===== src/rtl/touch_block_pkg.sv =====
// Notes on behaviour
// - blocking enable bit set turns on touch limiting; cleared, only a pattern event blocks touches.
// - with blocking on, accept new touches only up to the limit; keep accepted pads until released, even past a lowered limit.
// - after a release, pick reported touches in input order 1 to 8, block rest.
// - limit field bits 3:2 decode 00..11 to one..four touches; reset one.
// - pattern threshold is 12.5, 25, 37.5 or 100 percent of active or standby threshold.
// - pattern mode sets event when every selected input is above threshold or noisy.
// - count mode sets event when qualifying inputs reach the number of selected bits.
// - evaluate the match once per sensing cycle from that cycle's deltas and noise flags.
// - on a pattern event block all touch reporting and raise an interrupt if enabled.
// - keep all inputs blocked while the condition persists; restore when it ends.
// - pattern event status clears only by host write of one to bit 0 at 44h after condition ends.
// - pattern detection runs only while pattern enable bit 7 is one; resets off.
// - alert output asserts only if pattern alert enable bit 0 set; status always set.
// - compare mode bit 1 selects count mode at zero, pattern mode at one.
// - select bit n-1 maps to input n; resets to all ones.
// - read-only base flag register at 2Eh; any flag sets the summary bit.
// - a base flag reads one when that base count is outside its range.
package touch_block_pkg;
   localparam int          N_INPUTS         = 8;
   localparam int          DELTA_W          = 8;
   localparam int          ADDR_W           = 8;
   // register byte addresses
   localparam logic [7:0] ADDR_MT_CFG      = 8'h2a;
   localparam logic [7:0] ADDR_PAT_CFG     = 8'h2b;
   localparam logic [7:0] ADDR_PAT_SEL     = 8'h2d;
   localparam logic [7:0] ADDR_BASE_FLAGS  = 8'h2e;
   localparam logic [7:0] ADDR_STATUS      = 8'h40;
   localparam logic [7:0] ADDR_IRQ_CLEAR   = 8'h44;
   localparam logic [7:0] ADDR_IRQ_ENABLE  = 8'h48;
   // reset values
   localparam logic [7:0] RST_MT_CFG       = 8'h80;
   localparam logic [7:0] RST_PAT_CFG      = 8'h00;
   localparam logic [7:0] RST_PAT_SEL      = 8'hff;
   localparam logic [2:0] RST_IRQ_ENABLE   = 3'h0;
   // field positions
   localparam int          BIT_BLOCK_EN     = 7;
   localparam int          BIT_MT_FIXED     = 6;
   localparam int          LIM_LO           = 2;
   localparam int          BIT_PAT_EN       = 7;
   localparam int          THR_LO           = 2;
   localparam int          BIT_COMP_MODE    = 1;
   localparam int          BIT_PAT_ALERT    = 0;
   // status bit positions
   localparam int          ST_PATTERN       = 0;
   localparam int          ST_OVERFLOW      = 1;
   localparam int          ST_BASE          = 2;
   localparam int          N_STATUS         = 3;
   // threshold fractions in eighths
   localparam logic [3:0] FRAC_12P5        = 4'h1;
   localparam logic [3:0] FRAC_25          = 4'h2;
   localparam logic [3:0] FRAC_37P5        = 4'h3;
   localparam logic [3:0] FRAC_100         = 4'h8;
   localparam int          FRAC_SHIFT       = 3;

   typedef struct packed {
      logic [N_INPUTS-1:0]          touch;      // raw touch detect
      logic [N_INPUTS-1:0]          noise;      // noise flags
      logic [N_INPUTS-1:0]          standby;    // input sensed in standby
      logic [N_INPUTS-1:0]          base_out;   // base count out of range
      logic [N_INPUTS*DELTA_W-1:0]  delta;      // delta counts
      logic [N_INPUTS*DELTA_W-1:0]  thr_act;    // active thresholds
      logic [N_INPUTS*DELTA_W-1:0]  thr_sby;    // standby thresholds
   } sense_t;
endpackage


===== src/rtl/touch_block.sv =====
`timescale 1ns/1ps
module touch_block #(
   parameter int N = touch_block_pkg::N_INPUTS
) (
   input  wire logic                       clk,              // 100 MHz clock
   input  wire logic                       nrst,             // async reset, low
   input  wire logic                       cycle_done,       // one pulse per sensing cycle
   input  wire touch_block_pkg::sense_t    sense,            // front-end data
   input  wire logic [7:0]                 avs_address,      // byte address
   input  wire logic                       avs_read,         // read strobe
   input  wire logic                       avs_write,        // write strobe
   input  wire logic [31:0]                avs_writedata,    // write data
   output logic [31:0]                     avs_readdata,     // read data
   output logic                            avs_waitrequest,  // stall
   output logic [N-1:0]                    touch_report,     // reported touches
   output logic                            irq,              // interrupt, high
   output logic                            alert_n           // alert pin, low
);
   localparam int DW = touch_block_pkg::DELTA_W;

   logic [7:0]                        mt_cfg_q;
   logic [7:0]                        pat_cfg_q;
   logic [7:0]                        pat_sel_q;
   logic [N-1:0]                      base_q;
   logic [touch_block_pkg::N_STATUS-1:0] status_q;
   logic [touch_block_pkg::N_STATUS-1:0] irq_en_q;
   logic [N-1:0]                      accepted_q;
   logic                              cond_q;
   logic                              alert_q;
   logic                              ack_q;
   logic [31:0]                       rdata_q;
   logic [N-1:0]                      qualify;
   logic                              cond_d;
   logic [N-1:0]                      accept_d;
   logic                              overflow_d;
   logic [3:0]                        frac;
   logic [3:0]                        limit;
   logic                              wr_take;
   logic                              rd_take;

   // count ones in an input vector
   function automatic logic [3:0] popcount(input logic [N-1:0] v);
      logic [3:0] c;
      c = '0;
      for (int i = 0; i < N; i++) begin
         c = c + 4'(v[i]);
      end
      return c;
   endfunction

   // single-cycle wait state keeps read data registered; a write lands
   // only at the edge where the stall is already low
   assign wr_take         = avs_write & ack_q;
   assign rd_take         = avs_read & ~ack_q;
   assign avs_waitrequest = (avs_read | avs_write) & ~ack_q;
   assign avs_readdata    = rdata_q;

   always_ff @(posedge clk or negedge nrst) begin
      if (!nrst) begin
         ack_q <= 1'b0;
      end else begin
         ack_q <= (avs_read | avs_write) & ~ack_q;
      end
   end

   // threshold fraction decode
   always_comb begin
      unique case (pat_cfg_q[touch_block_pkg::THR_LO +: 2])
         2'b00: frac = touch_block_pkg::FRAC_12P5;
         2'b01: frac = touch_block_pkg::FRAC_25;
         2'b10: frac = touch_block_pkg::FRAC_37P5;
         2'b11: frac = touch_block_pkg::FRAC_100;
      endcase
   end

   // qualifying inputs: delta above scaled threshold or noisy
   generate
      for (genvar g = 0; g < N; g++) begin : g_qual
         logic [DW-1:0]   thr;
         logic [DW+3:0]   scaled;
         assign thr     = sense.standby[g] ? sense.thr_sby[g*DW +: DW] : sense.thr_act[g*DW +: DW];
         assign scaled  = ({4'h0, thr} * {{DW{1'b0}}, frac}) >> touch_block_pkg::FRAC_SHIFT;
         assign qualify[g] = ({4'h0, sense.delta[g*DW +: DW]} > scaled) | sense.noise[g];
      end
   endgenerate

   // pattern or count match
   always_comb begin
      if (pat_cfg_q[touch_block_pkg::BIT_COMP_MODE]) begin
         cond_d = ((qualify & pat_sel_q) == pat_sel_q);
      end else begin
         cond_d = popcount(qualify) >= popcount(pat_sel_q);
      end
      cond_d = cond_d & pat_cfg_q[touch_block_pkg::BIT_PAT_EN];
   end

   // acceptance in input order, keeping earlier accepted pads
   assign limit = 4'(mt_cfg_q[touch_block_pkg::LIM_LO +: 2]) + 4'h1;
   always_comb begin
      logic [3:0] n;
      n          = '0;
      accept_d   = '0;
      overflow_d = 1'b0;
      // held pads first, they stay until released
      for (int i = 0; i < N; i++) begin
         if (sense.touch[i] && accepted_q[i]) begin
            accept_d[i] = 1'b1;
            n = n + 4'h1;
         end
      end
      for (int i = 0; i < N; i++) begin
         if (sense.touch[i] && !accepted_q[i]) begin
            if (n < limit) begin
               accept_d[i] = 1'b1;
               n = n + 4'h1;
            end else begin
               overflow_d = 1'b1;
            end
         end
      end
      if (!mt_cfg_q[touch_block_pkg::BIT_BLOCK_EN]) begin
         accept_d   = sense.touch;
         overflow_d = 1'b0;
      end
   end

   // per-cycle evaluation and reporting
   always_ff @(posedge clk or negedge nrst) begin
      if (!nrst) begin
         accepted_q   <= '0;
         cond_q       <= 1'b0;
         touch_report <= '0;
         base_q       <= '0;
      end else if (cycle_done) begin
         cond_q <= cond_d;
         base_q <= sense.base_out;
         if (cond_d) begin
            accepted_q   <= '0;
            touch_report <= '0;
         end else begin
            accepted_q   <= accept_d;
            touch_report <= accept_d;
         end
      end
   end

   // configuration registers
   always_ff @(posedge clk or negedge nrst) begin
      if (!nrst) begin
         mt_cfg_q  <= touch_block_pkg::RST_MT_CFG;
         pat_cfg_q <= touch_block_pkg::RST_PAT_CFG;
         pat_sel_q <= touch_block_pkg::RST_PAT_SEL;
         irq_en_q  <= touch_block_pkg::RST_IRQ_ENABLE;
      end else if (wr_take) begin
         unique case (avs_address)
            touch_block_pkg::ADDR_MT_CFG: begin
               mt_cfg_q <= (avs_writedata[7:0] & 8'h8c) | 8'h40;
            end
            touch_block_pkg::ADDR_PAT_CFG: begin
               pat_cfg_q <= avs_writedata[7:0] & 8'h8f;
            end
            touch_block_pkg::ADDR_PAT_SEL: begin
               pat_sel_q <= avs_writedata[7:0];
            end
            touch_block_pkg::ADDR_IRQ_ENABLE: begin
               irq_en_q <= avs_writedata[touch_block_pkg::N_STATUS-1:0];
            end
            default: begin
            end
         endcase
      end
   end

   // sticky status; a set in the clearing cycle wins
   always_ff @(posedge clk or negedge nrst) begin
      if (!nrst) begin
         status_q <= '0;
      end else begin
         logic [touch_block_pkg::N_STATUS-1:0] clr;
         logic [touch_block_pkg::N_STATUS-1:0] set;
         clr = '0;
         set = '0;
         if (wr_take && avs_address == touch_block_pkg::ADDR_IRQ_CLEAR) begin
            clr = avs_writedata[touch_block_pkg::N_STATUS-1:0];
         end
         // pattern flag cannot clear while its condition holds
         if (cond_q) begin
            clr[touch_block_pkg::ST_PATTERN] = 1'b0;
         end
         if (cycle_done) begin
            set[touch_block_pkg::ST_PATTERN]  = cond_d;
            set[touch_block_pkg::ST_OVERFLOW] = overflow_d & ~cond_d;
            set[touch_block_pkg::ST_BASE]     = |sense.base_out;
         end
         status_q <= (status_q & ~clr) | set;
      end
   end

   // alert follows pattern status only when alert enabled
   always_ff @(posedge clk or negedge nrst) begin
      if (!nrst) begin
         alert_q <= 1'b0;
      end else begin
         alert_q <= status_q[touch_block_pkg::ST_PATTERN] & pat_cfg_q[touch_block_pkg::BIT_PAT_ALERT];
      end
   end
   assign alert_n = ~alert_q;
   assign irq     = |(status_q & irq_en_q);

   // registered read data; unmapped reads zero
   always_ff @(posedge clk or negedge nrst) begin
      if (!nrst) begin
         rdata_q <= '0;
      end else if (rd_take) begin
         unique case (avs_address)
            touch_block_pkg::ADDR_MT_CFG:     rdata_q <= {24'h00_0000, mt_cfg_q | (8'h01 << touch_block_pkg::BIT_MT_FIXED)};
            touch_block_pkg::ADDR_PAT_CFG:    rdata_q <= {24'h00_0000, pat_cfg_q};
            touch_block_pkg::ADDR_PAT_SEL:    rdata_q <= {24'h00_0000, pat_sel_q};
            touch_block_pkg::ADDR_BASE_FLAGS: rdata_q <= {24'h00_0000, base_q};
            touch_block_pkg::ADDR_STATUS:     rdata_q <= {29'h0000_0000, status_q};
            touch_block_pkg::ADDR_IRQ_ENABLE: rdata_q <= {29'h0000_0000, irq_en_q};
            default:                          rdata_q <= '0;
         endcase
      end
   end
endmodule


===== config.mk =====
export PLATFORM = sky130hd
export DESIGN_NAME = touch_block
export DESIGN_NICKNAME = d
export VERILOG_FILES = /design/src/rtl/touch_block_pkg.sv /design/src/rtl/touch_block.sv
export SDC_FILE = /design/constraint.sdc
export NUM_CORES = 1
export LEC_CHECK = 0
export ABC_AREA = 1
export BUFFER_PORTS_ARGS = -buffer_cell sky130_fd_sc_hd__buf_2
export CAP_MARGIN = 0
export CORE_MARGIN = 2
export CORE_UTILIZATION = 55
export DETAILED_ROUTE_END_ITERATION = 12
export GPL_ROUTABILITY_DRIVEN = 1
export GPL_TIMING_DRIVEN = 0
export PLACE_DENSITY_LB_ADDON = 0.25
export SLEW_MARGIN = 20
export SYNTH_ARGS = -nofsm -noshare
export SYNTH_HDL_FRONTEND = slang
export SYNTH_SLANG_ARGS = --single-unit
export TNS_END_PERCENT = 30

===== constraint.sdc =====
create_clock -name clk -period 13.2 [get_ports clk]
set_input_delay 2.64 -clock clk [delete_from_list [all_inputs] [get_ports clk]]
set_output_delay 2.64 -clock clk [all_outputs]
set_load 0.02 [all_outputs]

==> implementation parameters <==
Parameter                              Value

Run status
  Outcome ... finished, final reports clean

Final layout
  Final non-filler cell total ... 2,238
  Commonest non-fill, non-tap cells in the layout ... inv_1 (293), buf_2 (253), ha_1 (250), nand2_1 (242), nor2_1 (175)
  Most common library cell in the layout ignoring fill and taps ... inv_1
  Ratio of cells with drive above 1 in the final layout ... 20.7%
  Count of fill cells added during filler insertion ... roughly 2.0k
  Net count of the finished layout ... 2,521
  Area delta synth->final ... 16.1%

Routing
  Met3 wirelength from detailed routing ... 1.62 mm
  Uppermost routed layer ... met4
  Drc violations ... 0
  Wire length on met2 ... 14.3 mm
  Vias post-DR ... 11.6k
  Sum of routed wire length over all layers ... around 30 mm
  Detailed-routing iteration count for the pre-antenna-repair pass ... 5
  DR iter-0 viols ... 464
  Average wire per standard cell ... 13.3 um
  Met1 wire length ... 13.4 mm
  Mean number of vias per cell ... 5.18
  Detail Route Antenna Nets ... 0

Clocking
  Reg clk slew, reported paths ... 0.07 ns
  Hold bufs inserted after CTS ... 0
  Worst-skew pair later-pin latency ... 0.29 ns
  TritonCTS clock tree ... built
  H-tree levels ... 2
  Clock tree buffer depth ... 2
  Number of clock buffers inserted by TritonCTS ... 5
  Clock root cell ... clkbuf_16
  # clock sinks ... between 40 and 50

Synthesis
  Post-synthesis share of cell area spent on xor and xnor gates ... 4.99%
  Synth Warn # ... 0
  Proportion of synthesized flip-flops having asynchronous set or reset ... between 90% and 100%
  Dominant synthesized flop cell ... dfrtp_1
  Largest family of logic cells by synthesized area ... adder cells
  Share of cell area taken by muxes after synthesis ... 5.29%
  Sequential share of the synthesized area ... 10.2%
  Post-synth design cell area ... ~12,000 sq um
  Number of synthesized register bits ... 49
  Area share of and/or/nand/nor cells after synthesis ... between 20% and 30%
  Fraction of the mapped netlist area in adder cells ... 33.8%
  Mean post-synth cell area ... approximately 7.3 sq um
  Compound-Gate Fraction of Synth Area ... 11.3%
  Syn Inst Count ... 1,667
  Number of flops mapped to enable cells by yosys ... 0
  Netlist cell types ... 54

GRT
  GRT Util Overall ... 25.2%
  Maximum number of pins on one net before global-route repair ... 50
  Global-route wire length before repair ... 49.7 mm
  Antenna violations before repair ... 3
  Number of global-route vias before repair ... about 11k
  Total gr overflow ... 0

STA
  Fin. max-slew vios ... 0
  Least-Margin Pin Slew ... 1.08 ns
  Max Freq ... 80.7 MHz
  Final-report hold violation count ... 0
  Final Cycle Share ... 93.8%
  Clock period minus worst slack ... 12.38 ns
  Worst clock skew ... 0.00712 ns
  Final setup viols ... 0
  Final-layout setup total negative slack ... 0 ns
  Headroom to the max-slew limit ... 26.7%

Critical path
  Slowest library cell on the worst path ... ha_1
  Reg2Reg Depth ... 77
  Maximum fanout encountered on the critical timing path ... 4
  Worst path buffer plus inverter count ... 13
  Total number of cells along the worst setup path ... 78
  Arrival time worst endpoint ... approximately 13 ns
  Setup CP Type ... in -> reg
  Crit path from ... sense[216]
  Crit start category ... primary input
  Most numerous cell on the critical path ... nand2_1
  CP max stage delay ... between 0.3 and 0.4 ns
  Critical R2R Launch ... accepted_q[0]
  Capturing element type of the critical path ... flop
  Family with the most delay on the worst path ... simple AND/OR/NAND/NOR gates
  Required time of the worst setup path ... about 13 ns

Floorplanning
  Chip height ... about 150 um
  Total die area ... 23,200 sq um
  Starting utilization of the core area ... a little under three fifths
  Io pins ... 312
  Site row count ... 54
  Die Span X ... around 150 um
  Core footprint ... 21,700 sq um

Worst hold path
  Worst min-delay path category ... reg -> reg
  Launch point of the worst hold path ... ack_q
  Hold Path Depth ... 1

Place
  Gp weighted congestion ... approximately 0.93
  Port Buffer Count ... approximately 250
  Cells after DPL ... 2,224
  DP HPWL ... 26.0 mm

Run
  Reported max-cap violation count ... 0

Power
  Final Power ... a little over 0.001 W
  Leakage power ... 8.19 nW
  Power density relative to cell area ... 71.8 nW/um^2
  Maximum vdd drop ... between 0.15 and 0.2 mV
[per-layer routing]
layer / GRT usage [%] / vias up
met3: 2.13 / 33
met2: 45.4 / 328
met4: 5.34 / 0
li1: - / 5976
met1: 32.8 / 5251
met5: 0 / -
[sequential cells by signal, indices dropped and copies added, names as in the netlist]
signal and cells:
mt_cfg_q 3, avs_readdata 8, base_q 8, irq_en_q 3
accepted_q 8, pat_cfg_q 5, cond_q 1, status_q 3
pat_sel_q 8, alert_q 1, ack_q 1
[where the power goes]
| group | internal (W) | switching, W | total [W] |
|---|---|---|---|
| Clock | 0.0000705 | 0.0000565 | 0.000127 |
| Combinational | 0.000285 | 0.000431 | 0.000715 |
| Sequential | 0.000159 | 0.00000656 | 0.000166 |
[cells by family after synthesis]
family,count (synthesis)
and+or+nand+nor,599
buffers and inverters,360
adders and majority gates,298
AOI/OAI and AO/OA,227
xor gates and xnor gates,69
muxes,64
DFF,49
other,1
[synthesized netlist by cell type (all sizes together), types with 2 or more instances]
master    n  area (sq um)
inv     305          1140
nand2   272          1120
ha      250          3130
nor2    183           712
a21oi    82           422
o21ai    71           359
mux2i    64           641
nand3    57           355
fa       48           961
xor2     46           403
dfrtp    40          1000
or2      37           231
buf      30           203
clkbuf   24          90.1
xnor2    23           201
nand4    17           106
nor4     16           100
o21bai   13          97.6
nor3     11          55.1
o22ai    11          68.8
a21o      9          67.6
dfstp     9           236
a221oi    7          61.3
o221ai    5          43.8
o21a      4          30.0
o31ai     4          30.0
o41ai     4          35.0
a221o     3          30.0
and3      3          18.8
o221a     3          33.8
o32ai     3          26.3
a31oi     2          12.5
nand3b    2          15.0
[layout make-up]
type                    count  area [sq um]  share of cell area, %
plain buffers              54           293                   2.08
clock buffers               7           133                  0.944
diodes                      3          7.51                 0.0534
multi-input cells        1281          9570                   68.2
inverters                 306          1150                   8.18
repair buffers            257          1300                   9.23
clock inverters             1          7.51                 0.0534
well taps                 280           350                   2.49
flip-flops and latches     49          1240                   8.81
[per-stage QoR]
| stage | worst slack, ns | hold slack (ns) | area, sq um | util (%) |
|---|---|---|---|---|
| 3_3_place_gp | 0.560 | 0.448 | 13800 | 63.7 |
| 3_5_place_dp | 0.373 | 0.457 | 13800 | 63.7 |
| 6_report | 0.815 | 0.464 | 14000 | 64.8 |
| 2_1_floorplan | 1.46 | 0.453 | 12200 | - |
| 5_1_grt | -0.0143 | 0.493 | 14000 | 64.8 |
| 4_1_cts | 0.628 | 0.467 | 14000 | 64.3 |
[final timing paths]
kind | end | slack [ns]
setup / recovery | status_q[1] | 0.82
hold / removal | ack_q | 0.46
setup reg to reg | status_q[1] | 2.87
hold reg to reg | ack_q | 0.46
max in group asynchronous | avs_readdata[7] | 10.42
min in group asynchronous | ack_q | 2.35
[repair_timing]
action / 4_1_cts / 5_1_grt
setup buffers: 0 / 3
endpoints found under the setup margin: 0 / 2
resized for setup: 0 / 13
endpoints found under the hold margin: 0 / 0
Note: power is estimated with default switching activity, not from simulation.
